===== src/dacdu_pkg.sv =====
package dacdu_pkg;
    // widths of the stored value and wiper code, and of the write byte
    localparam int VAL_W  = 7;
    localparam int DATA_W = 8;
    // stored value reset to mid-scale
    localparam logic [6:0] SVR_RESET    = 7'h40;
    // decode boundaries and offset
    localparam logic [6:0] ZS_TOP       = 7'h20;
    localparam logic [6:0] FS_BOTTOM    = 7'h60;
    localparam logic [6:0] CODE_OFFSET  = 7'h20;
    localparam logic [6:0] CODE_ZERO    = 7'h00;
    localparam logic [6:0] CODE_FULL    = 7'h40;
    // code after reset, mid-scale to match the stored value
    localparam logic [6:0] CODE_RESET   = 7'h20;
    // synchroniser depth for the ack pin, write byte and final-byte flag
    localparam int SYNC_STAGES = 2;

    // capture-edge detector states
    typedef enum logic [0:0] {
        DACDU_ACK_LOW  = 1'b0,
        DACDU_ACK_HIGH = 1'b1
    } dacdu_ack_t;
endpackage : dacdu_pkg


===== src/dacdu_top.sv =====
`timescale 1ns/100ps
module dacdu_top
    import dacdu_pkg::*;
(
    // clock, reset, enable
    input  wire logic       i_core_clk,
    input  wire logic       i_resetn,
    input  wire logic       i_ce,
    // write path from the serial slave
    input  wire logic [7:0] i_wr_data,
    input  wire logic       i_last_byte,
    input  wire logic       i_ack_clk,
    // read-back and wiper outputs
    output logic      [6:0] o_rd_value,
    output logic      [6:0] o_wiper_code,
    output logic            o_update
);
    // ack pin synchroniser: first stage read only by second
    logic [SYNC_STAGES-1:0] ack_sync_reg;
    // edge-detector state, one flop behind the synchroniser
    dacdu_ack_t             ack_state_reg;
    // stored value, the only state that can be read back
    logic [VAL_W-1:0]       value_reg;
    // candidate value, seven low bits of the synchronised byte
    logic [VAL_W-1:0]       value_next;
    // decoder output, combinational from the stored value
    logic [VAL_W-1:0]       code_comb;
    // registered copy of the code, drives the ladder
    logic [VAL_W-1:0]       code_reg;
    // one-cycle marker of a fresh capture
    logic                   update_reg;
    // data and final-byte flag ride through the same two stages as the
    // ack pin; they are only trusted because the slave holds them steady
    // for several cycles either side of the ack fall
    logic [DATA_W-1:0]      data_sync_reg [SYNC_STAGES];
    logic [SYNC_STAGES-1:0] last_sync_reg;

    // synchronised ack level, the only stage that logic may read
    wire ack_level   = ack_sync_reg[SYNC_STAGES-1];
    // falling edge: the state still remembers high, the level is low now
    wire ack_fall    = (ack_state_reg == DACDU_ACK_HIGH) && !ack_level;
    // final flag seen in the same sample as the edge
    wire last_seen   = last_sync_reg[SYNC_STAGES-1];
    // capture strobe, the one event besides reset that moves the value
    wire do_load     = ack_fall && last_seen;
    // refused edge: ack fell but the byte was not the last one
    wire ack_refused = ack_fall && !last_seen;
    // seven low bits only, the top bit is thrown away
    assign value_next = data_sync_reg[SYNC_STAGES-1][VAL_W-1:0];

    // two-flop synchronisers for pin-side inputs; the extra latency
    // costs nothing since the ack pulse spans several cycles
    always_ff @(posedge i_core_clk) begin
        if (!i_resetn) begin
            // idle levels, so no false edge follows reset
            ack_sync_reg  <= '0;
            last_sync_reg <= '0;
            data_sync_reg <= '{default: 8'h00};
        end else if (i_ce) begin
            // shift one stage per enabled edge
            ack_sync_reg  <= {ack_sync_reg[0], i_ack_clk};
            last_sync_reg <= {last_sync_reg[0], i_last_byte};
            data_sync_reg <= '{i_wr_data, data_sync_reg[0]};
        end
    end

    // edge-detector state follows the synchronised level
    always_ff @(posedge i_core_clk) begin
        if (!i_resetn) begin
            // starts low, matching the idle pin
            ack_state_reg <= DACDU_ACK_LOW;
        end else if (i_ce) begin
            case (ack_level)
                // pulse in progress
                1'b1:    ack_state_reg <= DACDU_ACK_HIGH;
                // idle or just fallen
                default: ack_state_reg <= DACDU_ACK_LOW;
            endcase
        end
    end

    // stored value: reset to mid-scale, else only on the final ack edge;
    // a write cut short before its last byte leaves it untouched
    always_ff @(posedge i_core_clk) begin
        if (!i_resetn) begin
            value_reg <= SVR_RESET;
        end else if (i_ce && do_load) begin
            value_reg <= value_next;
        end
    end

    // range decoder, kept apart so it can be checked on its own
    dacdu_decode dacdu_decode_i (
        .i_value (value_reg),
        .o_code  (code_comb)
    );

    // outputs registered so every port comes from a flop; the code
    // therefore trails the stored value by one enabled edge
    always_ff @(posedge i_core_clk) begin
        if (!i_resetn) begin
            // mid-scale code, matching the reset value
            code_reg   <= CODE_RESET;
            update_reg <= 1'b0;
        end else if (i_ce) begin
            code_reg   <= code_comb;
            update_reg <= do_load;
        end
    end

    // read-back is the stored value, never the decoded code
    assign o_rd_value   = value_reg;
    assign o_wiper_code = code_reg;
    assign o_update     = update_reg;

    // checks: all on the core clock, quiet while reset is held except AST_RESET, which checks reset

    // the code never leaves the 65-position ladder
    AST_RANGE: assert property (@(posedge i_core_clk) disable iff (!i_resetn)
        o_wiper_code <= CODE_FULL) else $error("wiper code above 64");

    // top band saturates at full scale
    AST_FULL: assert property (@(posedge i_core_clk) disable iff (!i_resetn)
        i_ce && value_reg >= FS_BOTTOM |=> o_wiper_code == CODE_FULL)
        else $error("full scale decode wrong");

    // bottom band pins to zero scale
    AST_ZERO: assert property (@(posedge i_core_clk) disable iff (!i_resetn)
        i_ce && value_reg <= ZS_TOP |=> o_wiper_code == CODE_ZERO)
        else $error("zero scale decode wrong");

    // middle band is a plain offset subtraction
    AST_MID: assert property (@(posedge i_core_clk) disable iff (!i_resetn)
        i_ce && value_reg > ZS_TOP && value_reg < FS_BOTTOM
        |=> o_wiper_code == $past(value_reg) - CODE_OFFSET)
        else $error("offset decode wrong");

    // a capture takes the synchronised byte
    AST_LOAD: assert property (@(posedge i_core_clk) disable iff (!i_resetn)
        i_ce && do_load |=> value_reg == $past(value_next))
        else $error("value not captured");

    // nothing but a capture moves the stored value
    AST_HOLD: assert property (@(posedge i_core_clk) disable iff (!i_resetn)
        !(i_ce && do_load) |=> $stable(value_reg)) else $error("value changed");

    // stored bits match the pin three enabled edges back, bit 7 gone
    AST_MSB: assert property (@(posedge i_core_clk) disable iff (!i_resetn)
        i_ce && $past(i_ce) && $past(i_ce, 2) && do_load
        |=> value_reg == $past(i_wr_data[6:0], 3))
        else $error("msb not dropped");

    // reset lands mid-scale on the value, read-back and code, with the update pulse low
    AST_RESET: assert property (@(posedge i_core_clk)
        !i_resetn |=> value_reg == SVR_RESET && o_rd_value == SVR_RESET
            && o_wiper_code == CODE_RESET && !o_update)
        else $error("reset value wrong");

    // read-back moves only at a capture edge
    AST_READ: assert property (@(posedge i_core_clk) disable iff (!i_resetn)
        $changed(o_rd_value) |-> $past(i_ce && do_load))
        else $error("read-back moved alone");

    // code follows the value one enabled edge later, never alone
    AST_CODE_FOLLOW: assert property (@(posedge i_core_clk) disable iff (!i_resetn)
        i_ce && $past(i_ce) && $stable(value_reg) |=> $stable(o_wiper_code))
        else $error("code moved alone");

    // each capture is announced by an update pulse
    AST_UPDATE_PULSE: assert property (@(posedge i_core_clk) disable iff (!i_resetn)
        i_ce && do_load |=> o_update)
        else $error("update pulse missing");

    // the pulse never stretches while the clock is enabled
    AST_UPDATE_ONE: assert property (@(posedge i_core_clk) disable iff (!i_resetn)
        i_ce && o_update |=> !o_update)
        else $error("update pulse too long");

    // an enabled pulse always traces back to a capture
    AST_UPDATE_ONLY: assert property (@(posedge i_core_clk) disable iff (!i_resetn)
        $past(i_ce) && o_update |-> $past(do_load))
        else $error("update without capture");

    // an ack edge with the final flag low leaves the value alone
    AST_NOT_LAST: assert property (@(posedge i_core_clk) disable iff (!i_resetn)
        i_ce && ack_refused |=> $stable(value_reg))
        else $error("non-final byte captured");

    // capture fires only where the ack pin went from high to low
    AST_ACK_EDGE: assert property (@(posedge i_core_clk) disable iff (!i_resetn)
        i_ce && $past(i_ce) && $past(i_ce, 2) && $past(i_ce, 3) && do_load
        |-> !$past(i_ack_clk, 2) && $past(i_ack_clk, 3))
        else $error("capture without ack fall");

    // capture needs the final-byte flag in the same sample
    AST_LAST_GATE: assert property (@(posedge i_core_clk) disable iff (!i_resetn)
        i_ce && $past(i_ce) && $past(i_ce, 2) && do_load |-> $past(i_last_byte, 2))
        else $error("capture without final byte");

    // main scenarios: capture, both saturated ends, middle band, refusal
    COV_LOAD: cover property (@(posedge i_core_clk) disable iff (!i_resetn) do_load && i_ce);

    // full-scale code reached
    COV_FULL: cover property (@(posedge i_core_clk) disable iff (!i_resetn)
        o_wiper_code == CODE_FULL);

    // zero-scale code reached
    COV_ZERO: cover property (@(posedge i_core_clk) disable iff (!i_resetn)
        o_wiper_code == CODE_ZERO);

    // capture of a value in the offset band
    COV_MID: cover property (@(posedge i_core_clk) disable iff (!i_resetn)
        i_ce && do_load && value_next > ZS_TOP && value_next < FS_BOTTOM);

    // ack edge refused for a byte that was not the last
    COV_REFUSED: cover property (@(posedge i_core_clk) disable iff (!i_resetn)
        i_ce && ack_refused);
endmodule // dacdu_top


===== src/dacdu_decode.sv =====
`timescale 1ns/100ps
module dacdu_decode
    import dacdu_pkg::*;
(
    // stored value in
    input  wire logic [6:0] i_value,
    // wiper code out
    output logic      [6:0] o_code
);
    // range classification wires
    wire       is_zero = (i_value <= ZS_TOP);
    wire       is_full = (i_value >= FS_BOTTOM);
    wire [6:0] offset  = i_value - CODE_OFFSET;

    // purely combinational, so code moves only with the stored value
    assign o_code = is_full ? CODE_FULL : (is_zero ? CODE_ZERO : offset);
endmodule // dacdu_decode


===== config.mk =====
export PLATFORM = sky130hd
export DESIGN_NAME = dacdu_top
export DESIGN_NICKNAME = d
export VERILOG_FILES = /design/src/dacdu_pkg.sv /design/src/dacdu_top.sv /design/src/dacdu_decode.sv
export SDC_FILE = /design/constraint.sdc
export NUM_CORES = 1
export LEC_CHECK = 0
export BUFFER_PORTS_ARGS = -buffer_cell sky130_fd_sc_hd__buf_4
export CORE_MARGIN = 2
export CORE_UTILIZATION = 52
export DETAILED_ROUTE_END_ITERATION = 12
export GPL_TIMING_DRIVEN = 0
export PLACE_DENSITY = 0.81
export SYNTH_ARGS = -nofsm -noshare
export SYNTH_HDL_FRONTEND = slang
export SYNTH_SLANG_ARGS = --single-unit

===== constraint.sdc =====
create_clock -name i_core_clk -period 1.2 [get_ports i_core_clk]
set_clock_uncertainty 0.05 [all_clocks]
set_input_delay 0.12 -clock i_core_clk [delete_from_list [all_inputs] [get_ports i_core_clk]]
set_output_delay 0.12 -clock i_core_clk [all_outputs]
set_load 0.05 [all_outputs]

* After elaboration in Yosys (flattened, before gate mapping)
Cells that the tools add are included.
** Word-level totals
- Logic and storage cells :: 18
- Register bits after elaboration :: 34
- Input bits :: 13
- Output and inout bits :: 15
** Cells by class
- Add/sub/neg operators :: 1
- Reductions and logical operators :: 4
- Multiplexer cells :: 3
- $lt $le $gt $ge :: 2
** Operator list (number)
- $mux W7 :: 2
- $ge A7 B7 Y1 const B :: 1
- $le A7 B6 Y1 const B :: 1
- $sub A7 B6 Y7 const B :: 1
- $logic_and A1 B1 Y1 :: 3
- $logic_not A1 Y1 :: 1
- $mux W1 :: 1

* Depth between registers and ports, before layout
Gate-level depths: netlist of the first run.
- Depth in word-level cells :: 4
- Depth in mapped cells :: 4
- Depth with buffers taken out :: 2

* Modules after synthesis
A second synthesis of the first run with hierarchy kept.
** Unflattened totals
- Cells, all modules :: 126
- Area total of the unflattened synthesis :: 1368.8 sq um
** By module, submodules not included
- dacdu_top :: cells each 118, seq. area each 680.7 sq um, times used 1, area each 1312.5 sq um
- dacdu_decode :: cells each 8, seq. area each 0.0 sq um, times used 1, area each 56.3 sq um

* Worst setup path after synthesis of the first run
Ideal clock, no wire load.
- Path kind :: register -> register
- From :: reg value_reg[6], in the netlist o_rd_value[6]
- To :: reg code_reg[0], in the netlist o_wiper_code[0]
- Period minus slack after synthesis :: 1.191 ns
- Data required time :: 1.020 ns
- Data arrival time :: 1.012 ns
- Buffers on the path :: 0
- Cell stages (with the launch flop) :: 3
- Path slack :: 0.009 ns
- Setup time :: 0.130 ns
- Path through :: dfxtp_1 xnor2_1 o21ai_0
** Between the ends
- Longest elaborated chain between the ends :: 3
- Elaborated cells between the ends (all ways) :: 4
- Those cells by class :: order compare: 2; mux: 2
** RTL lines
- start: declaration :: RTL line dacdu_top.sv:23 : logic [VAL_W-1:0] value_reg;
- start signal: assignment :: RTL line dacdu_top.sv:88 : value_reg <= value_next;
- $le A7 B6 Y1 :: RTL line dacdu_decode.sv:11 : wire is_zero = (i_value <= ZS_TOP);
- $mux W7 :: RTL line dacdu_decode.sv:16 : assign o_code = is_full ? CODE_FULL : (is_zero ? CODE_ZERO : offset);
- $mux W7 (*) :: RTL line dacdu_decode.sv:16
- end signal: assignment :: RTL line dacdu_top.sv:106 : code_reg <= code_comb;
- end: declaration :: RTL line dacdu_top.sv:29 : logic [VAL_W-1:0] code_reg;
Every way passes the cells marked *; elsewhere a longest branch is shown, timed or not.
A chain may end at the register's enable or synchronous reset.

* Worst setup path after layout of the first run
- From :: reg value_reg[6], in the netlist o_rd_value[6]
- To :: out o_rd_value[6]
** RTL lines
- end: declaration :: RTL line dacdu_top.sv:14 : output logic [6:0] o_rd_value,
No word-level cell between the ends.

==> flow_metrics.tcl, run 1 <==
set metrics [dict create \
    ys_warn_count 0 \
    setup_viol 0 \
    firstDrtPassIters 4 \
    share_of_the_yosys_chip_area_belonging_to_registers_pct 50.5 \
    floorplan.die.height_um 54.9 \
    total_global_routing_overflow 0 \
    p_seq_share_pct 58.6 \
    crit_path_max_fanout 5 \
    layout_cells_sized_above_1_pct 25.3 \
    placed_instance_count 182 \
    fin_total_pwr_mw 2.01 \
    clk_pin_slew_worst_paths_ns 0.10 \
    final_cell_area_um2 1650 \
    critical_path.cell_chain "buf_4" \
    power_density_of_the_placed_cells_nw_per_um2 1220 \
    postCtsSetupRepairBufs 0 \
    crit_path_max_incr_delay_ns 0.40 \
    power.ir.vdd_worst_mv 0.811 \
    critical_path_class "reg2out" \
    post_synth_inst_count 128 \
    netSwitchingFraction_pct 23.6 \
    area_growth_syn_to_fin_pct 22.3 \
    cellInternalPower_mw 1.53 \
    worstPathArrival_ns 0.94 \
    fmaxAchievable_ghz 0.900 \
    timing_worst_slew_pin_value_ns 0.364 \
    drc 0 \
    grt_start_max_net_pins 11 \
    crit_path_end_kind "output pin" \
    initial_cell_density_of_the_core_pct 54.4 \
    clock-root-buffer "sky130_fd_sc_hd__clkbuf_4" \
    routed_via_count_divided_by_cell_count 5.09 \
    floorplan.die.width_um 54.9 \
    final_util_pct 66.5 \
    worst_endpoint_required_time_ns 1.03 \
    port-buffer-count 24 \
    core_area_um2 2480 \
    largest_register_ff_count 14 \
    flip_flop_and_latch_count_after_synthesis 34 \
    drv.max_cap_violation_count 0 \
    startpoint_type "register" \
    synth.cell_area_um2 1350 \
    final_period_minus_worst_setup_slack_ns 1.11 \
    synth_area_per_cell_um2 10.5 \
    clock_insertion_delay_worst_skew_ns 0.33 \
    final_cell_count_no_fill 192 \
    first_global_vias 894 \
    core.rowCount 18 \
    numClockSinks 34 \
    wirelength_mm 2.53 \
    layout.nets 174 \
    p_leak_nw 0.686 \
    finalWeightedCongestion 0.734 \
    p_sw_uw 474 \
    drtAntennaViolNets 0 \
    synth_fp_nets 141 \
    run_status "complete, but fails checks" \
    rsz0062_at_grt "false" \
    route.vias.total 978 \
    diodes 0 \
    maxSlewHeadroom_pct 75.7 \
    cp.buffers_inverters 1 \
    io-pin-count 28 \
    synthDistinctLibCells 15 \
    ctsHtreeMaxLevel 2 \
    totalNegativeSetupSlack_ns 0 \
    drv_slew 0 \
    grt_antenna_before_repair 0 \
    path_delay_family "flip-flops" \
    grt.total_usage_pct 19.1 \
    period_share_pct 92.6 \
    cts_inserted_buffers 5 \
    wl_per_cell_um 13.2 \
    die_area_um2 3010 \
    clock_power_share_pct 33.1 \
    min-delay-path-class "in2reg" \
    share_comb_of_total_power_pct 8.3 \
    worst_path_max_delay_cell "sky130_fd_sc_hd__dfxtp_2" \
    cts.path.max_buffers 2 \
    worst_hold_check_slack_ns -0.000853 \
    grt_pass1_wl_mm 4.06 \
    failed_checks "negative hold slack" \
    placement.cell_area_um2 1570 \
    tritoncts_clock_tree "yes" \
    detail_route.iter0.violations 16 \
    hold_violations 1 \
]
==> worst min-delay path, cell delays in order <==
cell,delay [ns]
sky130_fd_sc_hd__buf_4,0.08
sky130_fd_sc_hd__mux2i_1,0.05
sky130_fd_sc_hd__nor2b_1,0.09
==> area by class of cell <==
| cell class | count | area [µm²] |
|---|---|---|
| multi-input cells | 84 | 594 |
| clock buffers | 7 | 55.1 |
| flip-flops and latches | 34 | 683 |
| plain buffers | 10 | 72.6 |
| repair buffers | 26 | 200 |
| fillers | 212 | 830 |
| well taps | 30 | 37.5 |
| clock inverters | 1 | 5.00 |
==> power groups by stage <==
stage                     Combinational, mW  Sequential, mW  Clock (mW)
after floorplan                       0.111            1.20           0
after global placement                0.157            1.20           0
after detailed placement              0.163            1.20           0
after CTS                             0.169            1.18       0.671
after global routing                  0.183            1.18       0.706
final                                 0.167            1.18       0.664
==> layer usage <==
layer,vias to the layer above,routed length (µm),GRT usage (%)
met4,0,31,6.10
li1,493,-,-
met1,451,1160,22.5
met2,28,1180,31.9
met3,6,160,7.53
met5,-,0,0
==> path summary, 6_finish.rpt <==
| check | depth (start not counted) | endpoint | slack (ns) | startpoint |
|---|---|---|---|---|
| max | 1 | o_rd_value[6] | 0.09 | o_rd_value[6] |
| min reg2reg | 2 | o_rd_value[5] | 0.42 | data_sync_reg[5] |
| max reg2reg | 3 | o_rd_value[1] | 0.13 | ack_sync_reg[1] |
| min | 3 | ack_sync_reg[0] | -0.0009 | i_ack_clk |
==> synth_stat cells <==
| master | number | area [µm²] |
|---|---|---|
| sky130_fd_sc_hd__clkbuf_1 | 2 | 7.51 |
| sky130_fd_sc_hd__mux2i_1 | 26 | 260 |
| sky130_fd_sc_hd__a21boi_0 | 1 | 7.51 |
| sky130_fd_sc_hd__nor2b_1 | 22 | 138 |
| sky130_fd_sc_hd__nand2b_1 | 2 | 12.5 |
| sky130_fd_sc_hd__nand3_1 | 7 | 35.0 |
| sky130_fd_sc_hd__and4b_1 | 1 | 10.0 |
| sky130_fd_sc_hd__o21a_1 | 1 | 7.51 |
| sky130_fd_sc_hd__o21ai_0 | 5 | 25.0 |
| sky130_fd_sc_hd__buf_6 | 4 | 45.0 |
| sky130_fd_sc_hd__nand3b_1 | 6 | 45.0 |
| sky130_fd_sc_hd__dfxtp_1 | 34 | 681 |
| sky130_fd_sc_hd__xnor2_1 | 1 | 8.76 |
| sky130_fd_sc_hd__nand2_1 | 12 | 45.0 |
| sky130_fd_sc_hd__buf_2 | 4 | 20.0 |
==> cells in the final DEF (no fill, tap or decap) <==
master	instances
sky130_fd_sc_hd__a21boi_0	1
sky130_fd_sc_hd__and4b_1	1
sky130_fd_sc_hd__buf_2	4
sky130_fd_sc_hd__buf_4	24
sky130_fd_sc_hd__buf_6	4
sky130_fd_sc_hd__clkbuf_1	3
sky130_fd_sc_hd__clkbuf_4	5
sky130_fd_sc_hd__clkbuf_8	1
sky130_fd_sc_hd__clkinv_2	1
sky130_fd_sc_hd__dfxtp_1	32
sky130_fd_sc_hd__dfxtp_2	2
sky130_fd_sc_hd__dlygate4sd3_1	2
sky130_fd_sc_hd__mux2i_1	26
sky130_fd_sc_hd__nand2_1	12
sky130_fd_sc_hd__nand2b_1	2
sky130_fd_sc_hd__nand3_1	7
sky130_fd_sc_hd__nand3b_1	6
sky130_fd_sc_hd__nor2b_1	22
sky130_fd_sc_hd__o21a_1	1
sky130_fd_sc_hd__o21ai_0	5
sky130_fd_sc_hd__xnor2_1	1
==> logic make-up after synthesis <==
family | synth area share, %
xor+xnor | 0.650
buf+inv | 5.39
compound gates | 2.97
flops | 50.5
simple gates | 21.2
mux | 19.3
==> metrics by stage <==
stage,worst slack (ns),hold WS (ns)
2_1_floorplan,0.00851,0.239
3_3_place_gp,0.197,0.324
3_5_place_dp,0.153,0.344
4_1_cts,0.0112,0.000331
5_1_grt,0.0535,0.000852
6_report,0.0884,-0.000853
==> timing repair <==
item / 4_1_cts / 5_1_grt
resized for setup: 0 / 2
setup endpoints to repair: 0 / 2
hold buffers: 2 / 0
hold endpoints to repair: 2 / 0
No activity file was read; power rests on OpenSTA's default activity.
==> run 2: changes to the inputs <==
GPL_TIMING_DRIVEN = 1   (was 0)
==> flow_metrics.tcl, run 2 (synthesized netlist as in run 1, its figures left out) <==
set metrics [dict create \
    timing.hold.worst_path_depth 3 \
    rsz0062_at_grt "false" \
    die_area_um2 3010 \
    drv.max_cap_violation_count 0 \
    detail_route.iter0.violations 9 \
    grt.total_usage_pct 17.2 \
    path_delay_family "flip-flops" \
    critical_path_class "reg2out" \
    timing_worst_slew_pin_value_ns 0.374 \
    reg2reg_slack_ns 0.10 \
    critical_path.cell_chain "buf_4" \
    area_growth_syn_to_fin_pct 18.7 \
    maxSlewHeadroom_pct 75.1 \
    startpoint_type "register" \
    power_density_of_the_placed_cells_nw_per_um2 1180 \
    io-pin-count 28 \
    regToRegEndpoint "o_rd_value[6]" \
    layout_cells_sized_above_1_pct 22.6 \
    drtAntennaViolNets 0 \
    worstPathArrival_ns 0.98 \
    timing.reg2reg.worst_path_depth 3 \
    final_period_minus_worst_setup_slack_ns 1.15 \
    crit_path_end_kind "output pin" \
    most-common-layout-cells "sky130_fd_sc_hd__dfxtp_1 (33), sky130_fd_sc_hd__buf_4 (28), sky130_fd_sc_hd__mux2i_1 (26)" \
    floorplan.die.width_um 54.9 \
    clock_insertion_delay_worst_skew_ns 0.32 \
    wl_per_cell_um 12.4 \
    period_share_pct 95.5 \
    placed_instance_count 177 \
    layout.nets 168 \
    dp_hpwl_mm 1.56 \
    final_util_pct 64.5 \
    core.rowCount 18 \
    wirelength_mm 2.29 \
    fmaxAchievable_ghz 0.872 \
    initial_cell_density_of_the_core_pct 54.4 \
    clk_pin_slew_worst_paths_ns 0.09 \
    routed_via_count_divided_by_cell_count 4.98 \
    cts_inserted_buffers 5 \
    grt_antenna_before_repair 0 \
    tritoncts_clock_tree "yes" \
    numClockSinks 34 \
    power.ir.vdd_worst_mv 0.757 \
    reg2reg_from "ack_sync_reg[1]" \
    finalWeightedCongestion 0.741 \
    grt_pass1_wl_mm 3.62 \
    critPathLaunch "o_rd_value[5]" \
    min-delay-path-class "in2reg" \
    start_point_of_the_worst_hold_path "i_ack_clk" \
    totalNegativeSetupSlack_ns 0 \
    crit_path_max_fanout 5 \
    clock-root-buffer "sky130_fd_sc_hd__clkbuf_4" \
    final_cell_count_no_fill 185 \
    timing.hold.worst_endpoint "ack_sync_reg[0]" \
    largest_register_ff_count 14 \
    route.vias.total 922 \
    firstDrtPassIters 4 \
    core_area_um2 2480 \
    floorplan.die.height_um 54.9 \
    drv_slew 0 \
    port-buffer-count 26 \
    run_status "complete, no violations" \
    mostFrequentLayoutCell "sky130_fd_sc_hd__dfxtp_1" \
    worst_endpoint_required_time_ns 1.03 \
    worst_path_max_delay_cell "sky130_fd_sc_hd__dfxtp_1" \
    diodes 0 \
    p_leak_nw 0.656 \
    grt_start_max_net_pins 47 \
    cp.buffers_inverters 1 \
    cts.path.max_buffers 2 \
    crit_path_max_incr_delay_ns 0.42 \
    ctsHtreeMaxLevel 2 \
    first_global_vias 810 \
    total_global_routing_overflow 0 \
    drc 0 \
    hold_violations 0 \
    setup_viol 0 \
]
## run 2: changes by cell type in the layout (fill, tap and decap cells not counted), sizes merged
| cell | before | now |
|---|---|---|
| clkinv | 1 | 0 |
| dlygate4sd3 | 2 | 1 |
| clkbuf | 9 | 7 |
| buf | 32 | 29 |
## run 2: what timing repair did
action	in CTS	in global routing
endpoints found under the hold margin	1	0
buffers inserted	0	0
hold buffers	1	0
resized for setup	0	1
setup endpoints to repair	0	1
## run 2: per-layer routing
layer	vias up	track usage (%)	share of wire, %
met5	-	0	0
met4	0	8.54	1.7
met3	5	4.84	4.3
met2	21	26.2	45
met1	421	22.3	48
li1	475	-	-
## run 2: layout make-up
type	instances	area, µm²
fillers	220	878
flip-flops and latches	34	682
multi-input cells	84	594
repair buffers	30	240
clock buffers	7	45.0
well taps	30	37.5
## run 2: power breakdown
part / total [mW] / switching [mW] / internal [mW]
Sequential: 1.17 / 0.0160 / 1.16
Clock: 0.562 / 0.341 / 0.221
Combinational: 0.152 / 0.0712 / 0.0807
Total: 1.89 / 0.428 / 1.46
## run 2: through the flow
step                      instance area (µm²)  setup WS (ns)  power, mW  hold slack, ns
after floorplan                          1350        0.00851       1.31           0.239
after global placement                   1540          0.166       1.34           0.326
after detailed placement                 1540          0.115       1.35           0.341
after CTS                                1600        0.00613       1.91        0.000237
after global routing                     1600         0.0212       1.97         0.00888
final                                    1600         0.0539       1.89         0.00598
## run 2: how the worst max path moves through the flow
stage / depth (start not counted) / slack (ns) / end
after detailed placement: 3 / 0.12 / o_rd_value[6]
after global placement: 3 / 0.17 / o_rd_value[0]
after global routing: 1 / 0.02 / o_rd_value[5]
final: 1 / 0.05 / o_rd_value[5]
after floorplan: 2 / 0.009 / o_wiper_code[0]
after CTS: 1 / 0.006 / o_rd_value[6]
